$ cat src/core/cdg_phase_gen.sv
// shared constants and the two-phase processor clock generator.
// assumes one free-running system clock; the derived clocks leave as
// levels and the main block uses the one-cycle rise strobes.
package cdg_pkg;
  localparam int          SYS_PERIOD_NS  = 10;
  localparam int          IN_CLK_MHZ     = 20;  // doubled processor rate
  localparam int          CPU_PERIOD_NS  = 2 * 1000 / IN_CLK_MHZ;
  // quarter processor period = half an input clock period, rounded down
  localparam int          STEP_CYCLES    = CPU_PERIOD_NS / 4 / SYS_PERIOD_NS;
  localparam logic [7:0]  OFS_CTRL       = 8'h00;
  localparam logic [7:0]  OFS_STRAP      = 8'h04;
  localparam logic [7:0]  OFS_STATUS     = 8'h08;
  localparam logic [7:0]  OFS_ACKCNT     = 8'h0c;
  localparam int          CTRL_GATE_WE   = 0;  // 1: write line gating
  localparam int          CTRL_FAST      = 1;  // 1: faster grade timing
  localparam int          STRAP_WAIT     = 0;
  localparam int          STRAP_FS_LO    = 1;
  localparam int          STRAP_FS_HI    = 2;
  localparam logic [1:0]  CTRL_RESET     = 2'h0;
  localparam logic [2:0]  STRAP_RESET    = 3'h6;  // wait 0, both freq 1
  localparam int          ST_ALE         = 0;
  localparam int          ST_ACK_N       = 1;
  localparam int          ST_READY       = 2;
  localparam int          ST_CPU_CLK     = 3;
  localparam int          ST_PHASE_CLK   = 4;
endpackage : cdg_pkg

`timescale 1ns/1ns
module cdg_phase_gen #(
  parameter int STEPS = cdg_pkg::STEP_CYCLES
) (
  input  wire logic sys_clk,
  input  wire logic sys_rst,
  output logic      cpuClk,
  output logic      phaseClk,
  output logic      cpuRise,
  output logic      phaseRise
);
  typedef struct packed {
    logic [7:0] cnt;
    logic [1:0] john;  // johnson pair: bit0 main clock, bit1 lagging phase
  } cdg_pg_s;
  cdg_pg_s st_q, st_d;

  // each step is half an input period, so bit1 trails bit0 by 90 degrees
  always_comb begin
    st_d = st_q;
    if (st_q.cnt == 8'(STEPS - 1)) begin
      st_d.cnt  = 8'h00;
      st_d.john = {st_q.john[0], ~st_q.john[1]};
    end else begin
      st_d.cnt = st_q.cnt + 8'h01;
    end
  end

  always_ff @(posedge sys_clk or posedge sys_rst) begin
    if (sys_rst) begin
      st_q <= '0;
    end else begin
      st_q <= st_d;
    end
  end

  assign cpuClk    = st_q.john[0];
  assign phaseClk  = st_q.john[1];
  assign cpuRise   = !st_q.john[0] && st_d.john[0];
  assign phaseRise = !st_q.john[1] && st_d.john[1];

  property p_phaseLag;
    @(posedge sys_clk) disable iff (sys_rst)
      $rose(cpuClk) |-> !phaseClk ##2 $rose(phaseClk);
  endproperty
  a_phaseLag: assert property (p_phaseLag)
    else $error("phase clock does not lag main clock by one step");

  property p_quarter;
    @(posedge sys_clk) disable iff (sys_rst)
      $rose(phaseClk) |-> cpuClk;
  endproperty
  a_quarter: assert property (p_quarter)
    else $error("phase clock rose outside main clock high half");

  c_phaseRise: cover property (@(posedge sys_clk) disable iff (sys_rst)
    $rose(phaseClk));
endmodule : cdg_phase_gen

$ cat src/core/cdg_glue.sv
// processor to dram controller glue: byte write gating, two-phase clock,
// address latch enable, transfer acknowledge and strap outputs.
// assumes bus pins are asynchronous to sys_clk and an ahb-lite master.
//
// Contract
// - column strobe gated by each byte strobe gives early write per lane
// - write line gated by each byte strobe gives late write per lane
// - faster grades get main clock plus phase clock a quarter apart
// - both clocks from doubled-rate input; phase lags half input period
// - latch enable and acknowledge falls timed by phase clock
// - latch enable low on first phase rise after address strobe low
// - faster grades: controller no waits, acknowledge delayed outside
// - two waits: controller strapped one wait, external delay kept
// - acknowledge is AND of strobes and write line, OR latched ready
// - low ready holds acknowledge off until a period after refresh
// - faster grade acknowledge passes one more flip-flop stage
//
// Design decisions made here: the address map and the AHB-Lite register port.
`timescale 1ns/1ns
module cdg_glue (
  input  wire logic        sys_clk,
  input  wire logic        sys_rst,
  input  wire logic        hsel,
  input  wire logic [31:0] haddr,
  input  wire logic [1:0]  htrans,
  input  wire logic        hwrite,
  input  wire logic [2:0]  hsize,
  input  wire logic [31:0] hwdata,
  input  wire logic        hready,
  output logic             hreadyout,
  output logic             hresp,
  output logic [31:0]      hrdata,
  input  wire logic        addr_strobe_n,
  input  wire logic        upper_byte_strobe_n,
  input  wire logic        lower_byte_strobe_n,
  input  wire logic        cpuReadWrite,
  input  wire logic        colStrobeIn_n,
  input  wire logic        ctrlReady,
  output logic             cpuClk,
  output logic             phaseClk,
  output logic             addrLatchEn,
  output logic             transfer_ack_n,
  output logic             colStrobeUpper_n,
  output logic             colStrobeLower_n,
  output logic             writeUpper_n,
  output logic             writeLower_n,
  output logic             wait_select_strap,
  output logic             freq_select_hi,
  output logic             freq_select_lo
);
  // pin order in the synchroniser: as, uds, lds, rw, cas, ready
  typedef struct packed {
    logic [5:0]  sync1;
    logic [5:0]  sync2;
    logic        ale;
    logic        ackRaw_n;
    logic        ack_n;
    logic        readyLat;
    logic        casU_n;
    logic        casL_n;
    logic        weU_n;
    logic        weL_n;
    logic [1:0]  ctrl;
    logic [2:0]  strap;
    logic [15:0] ackCnt;
    logic        wrPend;
    logic [7:0]  wrAddr;
    logic [31:0] rdata;
  } cdg_st_s;
  cdg_st_s st_q, st_d;

  logic cpuRise;
  logic phaseRise;
  logic asN, udsN, ldsN, rw, casN, rdy;
  logic gateWe, fast, ackGate_n;
  logic [31:0] rdMux;

  cdg_phase_gen #(
    .STEPS (cdg_pkg::STEP_CYCLES)
  ) u_phase (
    .sys_clk   (sys_clk),
    .sys_rst   (sys_rst),
    .cpuClk    (cpuClk),
    .phaseClk  (phaseClk),
    .cpuRise   (cpuRise),
    .phaseRise (phaseRise)
  );

  // only the second synchroniser stage is read
  assign {asN, udsN, ldsN, rw, casN, rdy} = st_q.sync2;
  assign gateWe = st_q.ctrl[cdg_pkg::CTRL_GATE_WE];
  assign fast   = st_q.ctrl[cdg_pkg::CTRL_FAST];
  // strobes on reads, write line on writes; stale ready blocks it
  assign ackGate_n = (udsN & ldsN & rw) | !st_q.readyLat;

  // register read mux, unmapped offsets read zero
  always_comb begin
    rdMux = 32'h0000_0000;
    unique case (haddr[7:0])
      cdg_pkg::OFS_CTRL:   rdMux = {30'h0, st_q.ctrl};
      cdg_pkg::OFS_STRAP:  rdMux = {29'h0, st_q.strap};
      cdg_pkg::OFS_STATUS: rdMux = {27'h0, phaseClk, cpuClk, st_q.readyLat,
                                    st_q.ack_n, st_q.ale};
      cdg_pkg::OFS_ACKCNT: rdMux = {16'h0, st_q.ackCnt};
      default:             rdMux = 32'h0000_0000;
    endcase
  end

  // all glue state advances here
  always_comb begin
    st_d = st_q;
    st_d.sync1 = {addr_strobe_n, upper_byte_strobe_n, lower_byte_strobe_n,
                  cpuReadWrite, colStrobeIn_n, ctrlReady};
    st_d.sync2 = st_q.sync1;
    // byte lane write control, one form chosen by software
    if (!gateWe) begin
      st_d.casU_n = casN | udsN;
      st_d.casL_n = casN | ldsN;
      st_d.weU_n  = rw;
      st_d.weL_n  = rw;
    end else begin
      st_d.casU_n = casN;
      st_d.casL_n = casN;
      st_d.weU_n  = rw | udsN;
      st_d.weL_n  = rw | ldsN;
    end
    // ready sampled once per processor clock: holds ack a period longer
    if (cpuRise) begin
      st_d.readyLat = rdy;
    end
    // latch enable rises with the strobe, falls on a phase edge when fast
    if (asN) begin
      st_d.ale = 1'b1;
    end else if (!fast || phaseRise) begin
      st_d.ale = 1'b0;
    end
    // slow grade follows the gate; fast grade adds a phase-clocked stage
    if (!fast) begin
      st_d.ackRaw_n = ackGate_n;
      st_d.ack_n    = ackGate_n;
    end else if (phaseRise) begin
      st_d.ackRaw_n = ackGate_n;
      st_d.ack_n    = st_q.ackRaw_n;
    end
    if (st_q.ack_n && !st_d.ack_n) begin
      st_d.ackCnt = st_q.ackCnt + 16'h0001;
    end
    // ahb-lite: zero-wait slave, writes land in the data phase
    st_d.wrPend = 1'b0;
    if (st_q.wrPend) begin
      if (st_q.wrAddr == cdg_pkg::OFS_CTRL) begin
        st_d.ctrl = hwdata[1:0];
      end else if (st_q.wrAddr == cdg_pkg::OFS_STRAP) begin
        st_d.strap = hwdata[2:0];
      end
    end
    if (hsel && htrans[1] && hready) begin
      st_d.wrPend = hwrite;
      st_d.wrAddr = haddr[7:0];
      if (!hwrite) begin
        st_d.rdata = rdMux;
      end
    end
  end

  always_ff @(posedge sys_clk or posedge sys_rst) begin
    if (sys_rst) begin
      st_q          <= '0;
      st_q.sync1    <= 6'h3f;
      st_q.sync2    <= 6'h3f;
      st_q.ale      <= 1'b1;
      st_q.ackRaw_n <= 1'b1;
      st_q.ack_n    <= 1'b1;
      st_q.casU_n   <= 1'b1;
      st_q.casL_n   <= 1'b1;
      st_q.weU_n    <= 1'b1;
      st_q.weL_n    <= 1'b1;
      st_q.ctrl     <= cdg_pkg::CTRL_RESET;
      st_q.strap    <= cdg_pkg::STRAP_RESET;
    end else begin
      st_q <= st_d;
    end
  end

  assign hreadyout         = 1'b1;
  assign hresp             = 1'b0;
  assign hrdata            = st_q.rdata;
  assign addrLatchEn       = st_q.ale;
  assign transfer_ack_n    = st_q.ack_n;
  assign colStrobeUpper_n  = st_q.casU_n;
  assign colStrobeLower_n  = st_q.casL_n;
  assign writeUpper_n      = st_q.weU_n;
  assign writeLower_n      = st_q.weL_n;
  assign wait_select_strap = st_q.strap[cdg_pkg::STRAP_WAIT];
  assign freq_select_hi    = st_q.strap[cdg_pkg::STRAP_FS_HI];
  assign freq_select_lo    = st_q.strap[cdg_pkg::STRAP_FS_LO];

  property p_casGate;
    @(posedge sys_clk) disable iff (sys_rst)
      (!gateWe && udsN && !st_q.wrPend) |=>
        colStrobeUpper_n && ((!writeUpper_n) == (!$past(rw)));
  endproperty
  a_casGate: assert property (p_casGate)
    else $error("upper column strobe passed while byte strobe high");

  property p_weGate;
    @(posedge sys_clk) disable iff (sys_rst)
      (gateWe && !st_q.wrPend && (ldsN || rw)) |=> writeLower_n;
  endproperty
  a_weGate: assert property (p_weGate)
    else $error("lower write line low without strobe and write");

  property p_aleFall;
    @(posedge sys_clk) disable iff (sys_rst)
      (fast && $past(fast) && $fell(addrLatchEn)) |-> $past(phaseRise);
  endproperty
  a_aleFall: assert property (p_aleFall)
    else $error("latch enable fell off a phase edge");

  property p_aleFirst;
    @(posedge sys_clk) disable iff (sys_rst)
      (fast && !asN && addrLatchEn && phaseRise && !$past(st_q.wrPend))
        |=> !addrLatchEn;
  endproperty
  a_aleFirst: assert property (p_aleFirst)
    else $error("latch enable missed first phase rise");

  property p_ackDelay;
    @(posedge sys_clk) disable iff (sys_rst)
      (fast && $past(fast) && $changed(transfer_ack_n)) |-> $past(phaseRise);
  endproperty
  a_ackDelay: assert property (p_ackDelay)
    else $error("fast acknowledge moved off a phase edge");

  property p_ackReady;
    @(posedge sys_clk) disable iff (sys_rst)
      (!fast && !st_q.readyLat && !st_q.ctrl[1]) |=> transfer_ack_n;
  endproperty
  a_ackReady: assert property (p_ackReady)
    else $error("acknowledge given while ready latched low");

  property p_ackGate;
    @(posedge sys_clk) disable iff (sys_rst)
      (!fast && $past(!fast) && !udsN && st_q.readyLat && !st_q.wrPend)
        |=> !transfer_ack_n;
  endproperty
  a_ackGate: assert property (p_ackGate)
    else $error("acknowledge missing with strobe low and ready");

  property p_busOk;
    @(posedge sys_clk) disable iff (sys_rst)
      hreadyout && !hresp;
  endproperty
  a_busOk: assert property (p_busOk)
    else $error("bus slave not ready or not okay");

  property p_strapOut;
    @(posedge sys_clk) disable iff (sys_rst)
      $rose(st_q.wrPend) ##1 (st_q.wrAddr == cdg_pkg::OFS_STRAP) |->
        wait_select_strap == $past(hwdata[0]);
  endproperty
  a_strapOut: assert property (p_strapOut)
    else $error("strap output did not follow register write");

  c_fastAck: cover property (@(posedge sys_clk) disable iff (sys_rst)
    fast && $fell(transfer_ack_n));
  c_weMode: cover property (@(posedge sys_clk) disable iff (sys_rst)
    gateWe && $fell(writeUpper_n));
  c_casMode: cover property (@(posedge sys_clk) disable iff (sys_rst)
    !gateWe && $fell(colStrobeLower_n));
endmodule : cdg_glue

$ cat config.mk
export PLATFORM = sky130hd
export DESIGN_NAME = cdg_glue
export DESIGN_NICKNAME = d
export VERILOG_FILES = /design/src/core/cdg_phase_gen.sv /design/src/core/cdg_glue.sv
export SDC_FILE = /design/constraint.sdc
export NUM_CORES = 1
export LEC_CHECK = 0
export BUFFER_PORTS_ARGS = -buffer_cell sky130_fd_sc_hd__buf_2
export CORE_UTILIZATION = 45
export CTS_CLUSTER_DIAMETER = 40
export CTS_CLUSTER_SIZE = 12
export DETAILED_ROUTE_END_ITERATION = 8
export PLACE_DENSITY = 0.74
export SYNTH_ARGS = -nofsm -noshare
export SYNTH_HDL_FRONTEND = slang
export SYNTH_SLANG_ARGS = --single-unit
$ cat constraint.sdc
create_clock -name sys_clk -period 2.3 [get_ports sys_clk]
set_input_delay 0.115 -clock sys_clk [delete_from_list [all_inputs] [get_ports sys_clk]]
set_output_delay 0.115 -clock sys_clk [all_outputs]
set_load 0.005 [all_outputs]
Word level (Yosys, flattened, before mapping)
Index checks and enable logic that the tools add are counted.

storage, ports and cells
  register bits = 92
  output and inout port bits = 45
  logic and storage cells = 63

operators by class
  $add $sub $neg = 2
  eq/ne operators = 6
  mux-type cells = 10
  bitwise logic cells = 10
  reduce and logical (&&, ||, !) cells = 17

operator list
  operator                                              number
  one-hot mux 16 bit (4 select lines)                   1
  two-way mux 41 bit                                    1
  two-way mux 32 bit                                    1
  adder 16 x 1 -> 16 bit (second input constant)        1
  equality test 8 x 3 -> 1 bit (second input constant)  2
  equality test 8 x 4 -> 1 bit (second input constant)  2
  logical NOT 8 bit                                     2
  adder 8 x 1 -> 8 bit (second input constant)          1
  equality test 8 x 1 -> 1 bit (second input constant)  1
  two-way mux 8 bit                                     1
  two-way mux 2 bit                                     3
  logical AND 1 bit                                     5
  logical NOT 1 bit                                     5
  OR 1 bit                                              5
  two-way mux 4 bit                                     1
  AND reduction 2 bit                                   2
  inverter 1 bit                                        3
  AND reduction 3 bit                                   1
  AND 1 bit                                             2
  two-way mux 1 bit                                     2
  != test 2 x 1 -> 1 bit (second input constant)        1
  nonzero test 2 bit                                    1
  logical OR 1 bit                                      1

Longest topological paths before layout
Gate-level depths: netlist of the first run.

  word-level depth = 7
  mapped depth = 7
  gate-level depth less buffers = 6

Cells and area by module
A second synthesis of the first run with hierarchy kept.

second synthesis, totals
  cell total of the unflattened synthesis = 272
  area, all modules = 3375.7 µm²

modules (own cells, without submodules)
  module         instances  cells an instance  area each (µm²)  sequential area each (µm²)
  cdg_glue       1          233                2919.0           1677.9
  cdg_phase_gen  1          39                 456.7            250.2

Least setup slack after synthesis of the first run
OpenSTA, ideal clock, no wires.

  kind = register -> register
  start point = register u_phase.st_q[7] in the netlist's numbering
  end point = register st_q[42] in the netlist's numbering
  arrival = 1553 ps
  required time = 2175 ps
  setup slack = 622 ps
  cell stages (with the launch flop) = 6
  path buffers = 0
  cell sequence = dfrtp_1 > nor4_2 > nand3_2 > o22ai_4 > nand2_2 > mux2_4

between the ends
  longest elaborated chain between the ends = 7

ends and longest elaborated chain
  element                       line                 source
  from (decl)                   cdg_phase_gen.sv:43  cdg_pg_s st_q, st_d;
  from (signal assigned)        cdg_phase_gen.sv:60  st_q <= st_d;
  equality test 8 x 1 -> 1 bit  cdg_phase_gen.sv:48  if (st_q.cnt == 8'(STEPS - 1)) begin
  two-way mux 2 bit             cdg_phase_gen.sv:48
  logical AND 1 bit             cdg_phase_gen.sv:67  assign phaseRise = !st_q.john[1] && st_d.john[1];
  two-way mux 2 bit             cdg_glue.sv:141      end else if (phaseRise) begin
  two-way mux 2 bit             cdg_glue.sv:138      if (!fast) begin
  logical NOT 1 bit             cdg_glue.sv:145      if (st_q.ack_n && !st_d.ack_n) begin
  logical AND 1 bit             cdg_glue.sv:145
  to (signal assigned)          cdg_glue.sv:181      st_q <= st_d;
  to (decl)                     cdg_glue.sv:70       cdg_st_s st_q, st_d;

No other way between the ends. The select of a mux whose other input is x is not followed.
A chain may end at the register's enable or synchronous reset.

Worst setup path in the final report of the first run
Same ends and word-level chain as after synthesis.

==> impl_metrics.csv, run 1 <==
group,metric,value,unit
power_and_ir_drop,power.density,772.7,nW/um^2
grt,grt_start_max_net_pins,77,
detailed_routing,detail_route.drc_violations,0,
final_layout,area_overhead_of_the_layout_relative_to_synthesis,13.35,%
timing,fin_skew,7.261,ps
timing,final_max_slew_viol_count,0,
floorplanning,dieArea,7804,sq um
critical_path,cp-start-kind,"flop",
detailed_routing,totalWireLength,5707,um
timing,max_freq,494.3,MHz
critical_path,critical_path.cell_chain,"nor4_2, nand3_2, o22ai_4, nand2_2, mux2_4",
floorplanning,die-height,88.34,um
final_layout,drive_gt1_share,37.30,%
detailed_routing,wl_per_cell,13.92,um
grt,grt_pass1_vias,1994,
detailed_routing,drt_first_pass_iters,4,
synthesis,postSynthCellCount,261,
cts,tritoncts_clock_tree,"built",
detailed_routing,postRouteAntennaNets,0,
min_path,hold_depth,2,
power_and_ir_drop,p_leak,1.829,nW
power_and_ir_drop,ir_drop,0.0004138,V
synthesis,ys.warnings.count,0,
critical_path,worst_path_max_delay_cell,"sky130_fd_sc_hd__o22ai_4",
cts,clkSlewWorstSetupHoldPaths,80,ps
detailed_routing,route.vias.total,1970,
timing,layout_worst_path_cycle_share,87.95,%
timing,holdWs,19.25,ps
detailed_routing,post_dr_vias_cell,4.805,
cts,cts-buffers-inserted,9,
place,detailed_place_hpwl,3901,um
power_and_ir_drop,totalPowerFinal,2.938,mW
job,timing.max_cap.violations,0,
place,post_dp_cell_area,3498,sq um
synthesis,synth.distinct_cells,41,
place,gp_routability_congestion,0.7519,
cts,clock_sink_count,76,
cts,h-tree-depth,3,
timing,timing.setup.tns,0,ps
floorplanning,floorplan.io_pins,125,
grt,antenna_violations_before_repair,0,
final_layout,fillCellCount,653,
place,portBuffers,49,
critical_path,worst_ep_arrival_time,2250,ps
critical_path,end_kind,"flop",
floorplanning,floorplan.initialDensity,46.50,%
synthesis,ys_ff_latch,76,
detailed_routing,drtIter0Drc,85,
floorplanning,core,7214,sq um
final_layout,antenna_diodes,0,
critical_path,critical_path_type,"flop to flop",
floorplanning,row_count,31,
grt,grt_util_overall,16.19,%
final_layout,finalNetCount,389,
min_path,min-delay-path-class,"input pin to flop",
critical_path,crit_fanout,16,
timing,rsz_0062_raised_after_global_routing,"no",
status,run_status,"complete, no violations",
grt,wire_length_of_the_first_global_routing_pass,9494,um
critical_path,rr_worst_depth,5,
timing,setup_viol_count_final,0,
critical_path,slowest_stage_delay_on_critical_path,460,ps
cts,worst_skew_pair_latency,340,ps
timing,hold_viol,0,
synthesis,yosysSeqAreaShare,57.48,%
cts,ctsRootBufferMaster,"sky130_fd_sc_hd__clkbuf_8",
final_layout,finalInstanceArea,3802,sq um
critical_path,cp.required,2520,ps
cts,max-clock-path-buffers,2,
cts,post_cts_gate_resize_count,0,
synthesis,synth_area,3354,sq um
grt,grt_overflow_total,0,
synthesis,avgSynthCellArea,12.85,sq um
floorplanning,die_width,88.34,um
timing,layout_min_cycle_time,2023,ps
## logic make-up after synthesis
group / share of synthesized area [%]
compound gates: 6.565
xor+xnor: 5.483
fa+ha+maj: 1.119
buf+inv: 9.660
flops: 57.48
mux: 7.422
other cells: 0.2239
simple gates: 12.05
## what timing repair did
| item | CTS | global route |
|---|---|---|
| setup buffers | 0 | 0 |
| hold buffers | 9 | 0 |
| hold endpoints to repair | 63 | 0 |
## metrics by stage
| stage | cells | setup WS [ps] | util (%) |
|---|---|---|---|
| 2_1_floorplan | 277 | 281.4 | - |
| 5_1_grt | 410 | 125.6 | 52.71 |
| 6_report | 410 | 277.1 | 52.71 |
| 3_5_place_dp | 385 | 306.1 | 48.49 |
| 3_3_place_gp | 385 | 312.6 | 48.49 |
| 4_1_cts | 410 | 285.2 | 52.71 |
## layout make-up
cell class / count / area, sq um / share of cell area (%)
Timing Repair Buffer: 59 / 355.3 / 9.345
Inverter: 5 / 18.77 / 0.4936
Multi-Input combinational cell: 155 / 1162 / 30.57
Tap cell: 99 / 123.9 / 3.258
Clock buffer: 10 / 148.9 / 3.916
Clock inverter: 6 / 65.06 / 1.711
Sequential cell: 76 / 1928 / 50.71
## cell usage in the layout (no fill, tap or decap), types with 4 or more instances in the layout
master,n
sky130_fd_sc_hd__nor2_1,9
sky130_fd_sc_hd__nand2_1,14
sky130_fd_sc_hd__dfstp_2,21
sky130_fd_sc_hd__dfrtp_1,55
sky130_fd_sc_hd__nand4_1,5
sky130_fd_sc_hd__nand3_1,13
sky130_fd_sc_hd__and3_1,10
sky130_fd_sc_hd__dlygate4sd3_1,9
sky130_fd_sc_hd__inv_1,4
sky130_fd_sc_hd__a22o_1,14
sky130_fd_sc_hd__xnor2_1,20
sky130_fd_sc_hd__clkbuf_8,9
sky130_fd_sc_hd__buf_2,49
sky130_fd_sc_hd__mux2_2,15
sky130_fd_sc_hd__conb_1,18
sky130_fd_sc_hd__a21o_1,6
sky130_fd_sc_hd__o21ai_0,4
## sequential cells by signal, summed over array words and instances (netlist names), 6 cells and up
signal,flops
hrdata,16
st_q,28
u_phase.st_q,8
st_d,6
## report_power, final
part           internal [mW]  leakage, nW  switching [mW]
clock                  0.575        0.113           0.515
sequential              1.46        0.949          0.0955
combinational          0.162        0.767           0.133
## synthesized netlist by cell type (all sizes together)
master / n / share of area (%)
xnor2: 20 / 5.2
mux4: 2 / 1.3
clkbuf: 4 / 0.48
or4: 2 / 0.56
conb: 2 / 0.22
dfstp: 21 / 16
and4: 1 / 0.26
nand2: 15 / 1.8
o21ai: 4 / 0.60
a21o: 6 / 1.3
or2: 1 / 0.19
mux2: 16 / 5.5
o22ai: 1 / 0.60
nand3: 15 / 2.8
and4b: 1 / 0.30
dfrtp: 55 / 41
xor2: 1 / 0.26
nor3: 1 / 0.15
a21boi: 1 / 0.22
buf: 37 / 8.6
nand4: 5 / 0.93
nor4: 2 / 1.0
a22o: 14 / 3.7
and3: 11 / 2.2
nand4bb: 1 / 0.34
nand2b: 1 / 0.41
nor2b: 1 / 0.19
mux2i: 2 / 0.60
a21oi: 1 / 0.15
nor2: 9 / 1.0
inv: 5 / 0.56
ha: 3 / 1.1
## path summary, 6_finish.rpt
| path | slack (ps) | start | end |
|---|---|---|---|
| hold reg to reg | 360 | st_d[71] | casN |
| min in group asynchronous | 400 | sys_rst | u_phase.st_q[3] |
| hold / removal | 20 | haddr[1] | st_q[33] |
| setup reg to reg | 280 | u_phase.st_q[7] | st_q[42] |
| max in group asynchronous | 1570 | sys_rst | addrLatchEn |
| setup / recovery | 280 | u_phase.st_q[7] | st_q[42] |
## critical path, delay by kind of cell (launching register included)
family / cells / cell delay [ps]
compound gates: 1 / 460
flops: 1 / 430
mux: 1 / 320
simple gates: 3 / 700
## metal layers
metal  vias to the layer above  track usage, %  part of all wire (%)
met5                         -               0                     0
met4                         0           4.399                  0.63
met3                         6           4.384                   3.7
met2                        38           26.50                    48
met1                       980           21.33                    47
li1                        946               -                     -
Note: power is estimated with default switching activity, not from simulation.
==> inputs of run 2 (changes only) <==
CAP_MARGIN = 20   (was default)
SYNTH_HIERARCHICAL = 1   (was default)
==> impl_metrics.csv, run 2 <==
group,metric,value,unit
synthesis,yosysTopAreaCell,"sky130_fd_sc_hd__dfrtp_1",
synthesis,postSynth.asyncResetShare,100.0,%
grt,grt_pass1_vias,2087,
grt,groute.layer.met1.usage,21.08,%
cts,worst_skew_pair_latency,350,ps
detailed_routing,post_dr_vias_cell,4.863,
final_layout,number_of_flip_flops_in_the_largest_register,28,
timing,fin_skew,6.855,ps
floorplanning,core,7253,sq um
floorplanning,die_width,88.61,um
timing,layout_worst_path_cycle_share,94.62,%
cts,h-tree-depth,3,
grt,grt_util_overall,17.11,%
min_path,hold_depth,2,
grt,wire_length_of_the_first_global_routing_pass,9887,um
place,dp_slack,-63.01,ps
synthesis,ys.warnings.count,6,
cts,tritoncts_clock_tree,"built",
timing,max_slew.worst_pin.slew,710.8,ps
synthesis,postSynthCellCount,272,
final_layout,leading_cell_type_in_the_layout_fill_and_taps_excluded,"sky130_fd_sc_hd__dfrtp_1",
timing,timing.max_slew.rel_slack,52.55,%
place,gp_routability_congestion,0.7891,
detailed_routing,drtIter0Drc,61,
synthesis,yosysSeqAreaShare,57.12,%
final_layout,antenna_diodes,0,
synthesis,yosys-top-cells-count,"sky130_fd_sc_hd__dfrtp_1, sky130_fd_sc_hd__buf_4, sky130_fd_sc_hd__dfstp_2, sky130_fd_sc_hd__nand2_1, sky130_fd_sc_hd__mux2_2",
detailed_routing,wl_per_cell,13.61,um
synthesis,yosys.cell_count.top_type,"sky130_fd_sc_hd__dfrtp_1",
timing,final_max_slew_viol_count,0,
grt,busiest_layer,"met2",
critical_path,critical_path_type,"flop to flop",
detailed_routing,detail_route.drc_violations,0,
synthesis,synth_top_cells_by_area,"sky130_fd_sc_hd__dfrtp_1, sky130_fd_sc_hd__dfstp_2, sky130_fd_sc_hd__buf_4",
cts,cts-buffers-inserted,9,
final_layout,fillCellCount,604,
timing,setup_viol_count_final,0,
critical_path,rr_worst_depth,10,
power_and_ir_drop,p_leak,2.027,nW
final_layout,area_overhead_of_the_layout_relative_to_synthesis,19.31,%
grt,antenna_violations_before_repair,0,
critical_path,cp-start-kind,"flop",
power_and_ir_drop,p_sw,729.5,uW
floorplanning,dieArea,7852,sq um
min_path,min-delay-path-class,"input pin to flop",
power_and_ir_drop,power.density,677.3,nW/um^2
power_and_ir_drop,ir_drop,0.0005758,V
cts,clkSlewWorstSetupHoldPaths,70,ps
synthesis,synth_enable_flop_cells,0,
grt,grt_start_max_net_pins,36,
timing,timing.setup.tns,0,ps
power_and_ir_drop,switching_share,26.74,%
synthesis,prevailing_post_synth_register_cell,"sky130_fd_sc_hd__dfrtp_1",
cts,ctsRootBufferMaster,"sky130_fd_sc_hd__clkbuf_8",
timing,timing.final.ws_setup,123.8,ps
final_layout,layout.cells.most_common_list,"sky130_fd_sc_hd__dfrtp_1, sky130_fd_sc_hd__buf_2, sky130_fd_sc_hd__dfstp_2, sky130_fd_sc_hd__nand2_1, sky130_fd_sc_hd__conb_1",
detailed_routing,drt_first_pass_iters,4,
status,run_status,"complete, no violations",
synthesis,synth.distinct_cells,42,
grt,globalRouteMet3Util,6.063,%
power_and_ir_drop,power.internal,1.998,mW
critical_path,end_kind,"flop",
power_and_ir_drop,totalPowerFinal,2.728,mW
job,timing.max_cap.violations,0,
synthesis,synth_area,3376,sq um
timing,layout_min_cycle_time,2176,ps
final_layout,drive_gt1_share,43.07,%
grt,gr-usage-met2,27.55,%
synthesis,avgSynthCellArea,12.41,sq um
grt,grt_overflow_total,0,
detailed_routing,totalWireLength,5963,um
floorplanning,row_count,31,
detailed_routing,postRouteAntennaNets,0,
timing,max_freq,459.5,MHz
final_layout,registers.top_by_ff_count,"st_q",
synthesis,ys_ff_latch,76,
place,portBuffers,49,
power_and_ir_drop,power.clock.fraction,30.9,%
timing,hold_viol,0,
power_and_ir_drop,p_seq_share,56.9,%
synthesis,post-synth-top-area-fraction,40.77,%
floorplanning,floorplan.initialDensity,46.54,%
power_and_ir_drop,p_comb_share,12.2,%
floorplanning,die-height,88.61,um
detailed_routing,route.vias.total,2130,
critical_path,crit_fanout,6,
critical_path,worst_ep_arrival_time,2450,ps
final_layout,finalNetCount,417,
place,detailed_place_hpwl,4067,um
floorplanning,floorplan.io_pins,125,
cts,max-clock-path-buffers,2,
critical_path,cp.required,2580,ps
cts,clock_sink_count,76,
timing,rsz_0062_raised_after_global_routing,"yes",
-- run 2: stage by stage --
stage | hold slack [ps] | utilization, % | cells | instance area [sq um]
after floorplan | -44.82 | - | 288 | 3436
after global placement | 119.2 | 50.20 | 409 | 3641
after detailed placement | 124.3 | 50.20 | 409 | 3641
after CTS | 0.1311 | 53.89 | 434 | 3909
final | 18.58 | 55.53 | 438 | 4028
after global routing | 1.213 | 55.53 | 438 | 4028
-- run 2: power groups by stage --
stage	combinational [mW]	sequential, mW	clock (mW)
2_1_floorplan	0.225	1.55	0
3_3_place_gp	0.281	1.57	0
3_5_place_dp	0.290	1.57	0
4_1_cts	0.307	1.55	0.870
5_1_grt	0.373	1.57	0.931
6_report	0.333	1.55	0.844
-- run 2: cell type report --
| class | instances | area (sq um) | share of cell area (%) |
|---|---|---|---|
| tap | 99 | 123.9 | 3.075 |
| multi-input combinational | 162 | 1292 | 32.09 |
| clock buffer | 13 | 138.9 | 3.448 |
| inverter | 9 | 33.78 | 0.8388 |
| clock inverter | 3 | 15.01 | 0.3728 |
| sequential | 76 | 1928 | 47.87 |
| timing repair buffer | 76 | 495.5 | 12.30 |
-- run 2: repair_timing --
item | CTS | global route
gates resized for setup | 4 | 11
hold endpoints to repair | 32 | 0
setup buffers | 0 | 4
hold buffers | 9 | 0
pin swaps | 0 | 7
endpoints found under the setup margin | 6 | 10
-- run 2: cell families (layout without fill, tap and decap cells) --
family                     count (synthesis)  in the layout  share of synthesized area, %
DFF                                       76             76                         57.12
and+or+nand+nor                           74             74                         12.19
buffers and inverters                     50            101                         9.710
muxes                                     24             24                         8.636
AOI/OAI and AO/OA                         22             22                         5.560
xor gates and xnor gates                  21             21                         5.449
adders and majority gates                  3              3                         1.112
other                                      2             18                        0.2225
-- run 2: per-layer routing --
| layer | vias to the layer above | routed length (um) |
|---|---|---|
| met2 | 46 | 2981 |
| met5 | - | 0 |
| met4 | 0 | 87 |
| met3 | 8 | 260 |
| li1 | 1008 | - |
| met1 | 1068 | 2634 |
-- run 2: worst paths after layout --
| check | startpoint | to | slack, ps |
|---|---|---|---|
| setup / recovery | u_phase/st_q[3] | st_q[47] | 120 |
| hold / removal | haddr[1] | st_q[33] | 20 |
| setup reg to reg | u_phase/st_q[3] | st_q[47] | 120 |
| hold reg to reg | st_d[73] | ldsN | 360 |
| max in group asynchronous | sys_rst | freq_select_lo | 1170 |
| min in group asynchronous | sys_rst | u_phase/st_q[9] | 310 |
-- run 2: critical path: stages (launching register included) --
cell                      delay (ps)
sky130_fd_sc_hd__dfrtp_1         370
sky130_fd_sc_hd__inv_1            60
sky130_fd_sc_hd__ha_1            140
sky130_fd_sc_hd__nor4b_4         210
sky130_fd_sc_hd__nand2_1         120
sky130_fd_sc_hd__nor3_2          200
sky130_fd_sc_hd__and4b_1         260
sky130_fd_sc_hd__a41oi_4          70
sky130_fd_sc_hd__buf_4           200
sky130_fd_sc_hd__nor4_2          300
sky130_fd_sc_hd__xor2_1          160
==> inputs of run 3 (changes only) <==
CORE_ASPECT_RATIO = 0.7   (was default)
CORE_UTILIZATION = 44   (was 45)
PLACE_DENSITY = 0.75   (was 0.74)
clock period = 1.8 ns   (was 2.3 ns; I/O delays follow)
==> impl_metrics.csv, run 3 (same netlist as run 2, synthesis figures left out) <==
group,metric,value,unit
floorplanning,floorplan.initialDensity,45.92,%
grt,antenna_violations_before_repair,0,
critical_path,critical_path.cell_chain,"inv_1, ha_2, nor4b_4, nand2_2, nor3_4, and4b_2, a41oi_4, nor4b_2, xor2_1",
timing,holdWs,12.19,ps
floorplanning,floorplan.io_pins,125,
timing,timing.final.ws_setup,-333.2,ps
critical_path,regToRegSetupSlack,-330,ps
place,detailed_place_hpwl,4447,um
floorplanning,row_count,26,
detailed_routing,postRouteAntennaNets,0,
power_and_ir_drop,ir_drop,0.0004721,V
status,violations,"setup timing",
cts,h-tree-depth,3,
min_path,min-delay-path-class,"input pin to flop",
final_layout,finalNetCount,432,
timing,max_freq,468.8,MHz
floorplanning,die_width,106.7,um
final_layout,leading_cell_type_in_the_layout_fill_and_taps_excluded,"sky130_fd_sc_hd__dfrtp_1",
timing,layout_min_cycle_time,2133,ps
cts,clock_sink_count,76,
grt,grt_overflow_total,0,
critical_path,slowest_stage_delay_on_critical_path,380,ps
timing,timing.max_slew.rel_slack,56.18,%
final_layout,antenna_diodes,0,
place,dp_slack,-437.0,ps
critical_path,rr_worst_depth,9,
final_layout,fillCellCount,603,
timing,setup_viol_count_final,17,
final_layout,drive_gt1_share,47.74,%
timing,hold_viol,0,
cts,tritoncts_clock_tree,"built",
critical_path,critical_path.reg2reg.endpoint,"st_q[50]",
detailed_routing,drtIter0Drc,118,
place,gp_routability_congestion,0.7914,
final_layout,registers.top_by_ff_count,"st_q",
timing,rsz_0062_raised_after_global_routing,"yes",
grt,grt_util_overall,18.45,%
final_layout,layout.cells.most_common_list,"sky130_fd_sc_hd__dfrtp_1, sky130_fd_sc_hd__buf_2, sky130_fd_sc_hd__buf_4, sky130_fd_sc_hd__dfstp_2, sky130_fd_sc_hd__conb_1",
timing,final_max_slew_viol_count,0,
timing,fin_skew,8.300,ps
power_and_ir_drop,totalPowerFinal,3.720,mW
detailed_routing,drt_first_pass_iters,4,
timing,layout_worst_path_cycle_share,118.5,%
detailed_routing,route.vias.total,2229,
critical_path,crit-reg2reg-launch,"u_phase/st_q[3]",
cts,max-clock-path-buffers,2,
final_layout,area_overhead_of_the_layout_relative_to_synthesis,25.91,%
cts,ctsRootBufferMaster,"sky130_fd_sc_hd__clkbuf_8",
detailed_routing,totalWireLength,6758,um
critical_path,critPathTopFamily,"simple AND/OR/NAND/NOR gates",
min_path,worst_hold_path.endpoint,"st_q[32]",
place,portBuffers,49,
final_layout,finalInstanceArea,4250,sq um
place,place_inst,415,
grt,wire_length_of_the_first_global_routing_pass,10880,um
detailed_routing,wl_per_cell,14.95,um
critical_path,cp.required,2080,ps
min_path,hold_depth,2,
power_and_ir_drop,power.density,875.1,nW/um^2
critical_path,worst_ep_arrival_time,2410,ps
cts,clkSlewWorstSetupHoldPaths,80,ps
critical_path,end_kind,"flop",
timing,timing.setup.tns,-3745,ps
critical_path,worst_path_max_delay_cell,"sky130_fd_sc_hd__dfrtp_1",
final_layout,layout_cells_excl_fill,452,
min_path,timing.hold.worst.start,"haddr[0]",
critical_path,critical_path_type,"flop to flop",
grt,grt_start_max_net_pins,46,
timing,max_slew.worst_pin.slew,657.4,ps
floorplanning,die-height,75.29,um
cts,worst_skew_pair_latency,350,ps
critical_path,cp-start-kind,"flop",
floorplanning,core,7352,sq um
place,post_dp_cell_area,3761,sq um
job,timing.max_cap.violations,0,
critical_path,crit_fanout,7,
critical_path,critPathBufInv,1,
final_layout,fin_util,57.81,%
status,run_status,"complete, but fails checks",
cts,cts-buffers-inserted,9,
final_layout,number_of_flip_flops_in_the_largest_register,28,
detailed_routing,post_dr_vias_cell,4.931,
power_and_ir_drop,p_leak,2.071,nW
grt,grt_pass1_vias,2198,
detailed_routing,detail_route.drc_violations,0,
floorplanning,dieArea,8032,sq um
## run 3: per-layer routing
| layer | up-vias | track usage [%] | routed length, um |
|---|---|---|---|
| met3 | 8 | 5.541 | 368 |
| met5 | - | 0 | 0 |
| met4 | 0 | 8.067 | 104 |
| met2 | 67 | 28.75 | 3120 |
| li1 | 1050 | - | - |
| met1 | 1104 | 24.30 | 3165 |
## run 3: worst max path at each step
stage	from	endpoint	cells past startpoint
after global routing	u_phase/st_q[3]	st_q[50]	9
after CTS	u_phase/st_q[3]	st_q[50]	9
final	u_phase/st_q[3]	st_q[50]	9
after global placement	u_phase/st_q[3]	st_q[51]	9
after floorplan	u_phase/st_q[3]	st_q[54]	9
after detailed placement	u_phase/st_q[3]	st_q[54]	9
## run 3: what timing repair did
item / in CTS / in global routing
pin swaps: 10 / 7
endpoints found under the hold margin: 37 / 1
gates resized for setup: 9 / 7
cloned: 1 / 0
hold buffers: 13 / 1
setup buffers: 3 / 3
endpoints found under the setup margin: 16 / 18
## run 3: cell type report
class / instances / area, sq um / area share [%]
Multi-Input combinational cell: 163 / 1361 / 32.03
Tap cell: 98 / 122.6 / 2.885
Timing Repair Buffer: 90 / 611.8 / 14.40
Clock buffer: 10 / 127.6 / 3.003
Sequential cell: 76 / 1928 / 45.36
Clock inverter: 6 / 65.06 / 1.531
Inverter: 9 / 33.78 / 0.7948
## run 3: worst reg2reg max path: stages (launching register included)
cell and delay, ps:
sky130_fd_sc_hd__dfrtp_1 380, sky130_fd_sc_hd__inv_1 60, sky130_fd_sc_hd__ha_2 160, sky130_fd_sc_hd__nor4b_4 240
sky130_fd_sc_hd__nand2_2 120, sky130_fd_sc_hd__nor3_4 150, sky130_fd_sc_hd__and4b_2 330, sky130_fd_sc_hd__a41oi_4 90
sky130_fd_sc_hd__nor4b_2 380, sky130_fd_sc_hd__xor2_1 170
## run 3: where the power goes
group | switching (mW) | internal (mW) | leakage [nW] | total (mW)
sequential | 0.127 | 1.86 | 0.954 | 1.99
combinational | 0.255 | 0.217 | 1.03 | 0.472
clock | 0.624 | 0.637 | 0.0862 | 1.26
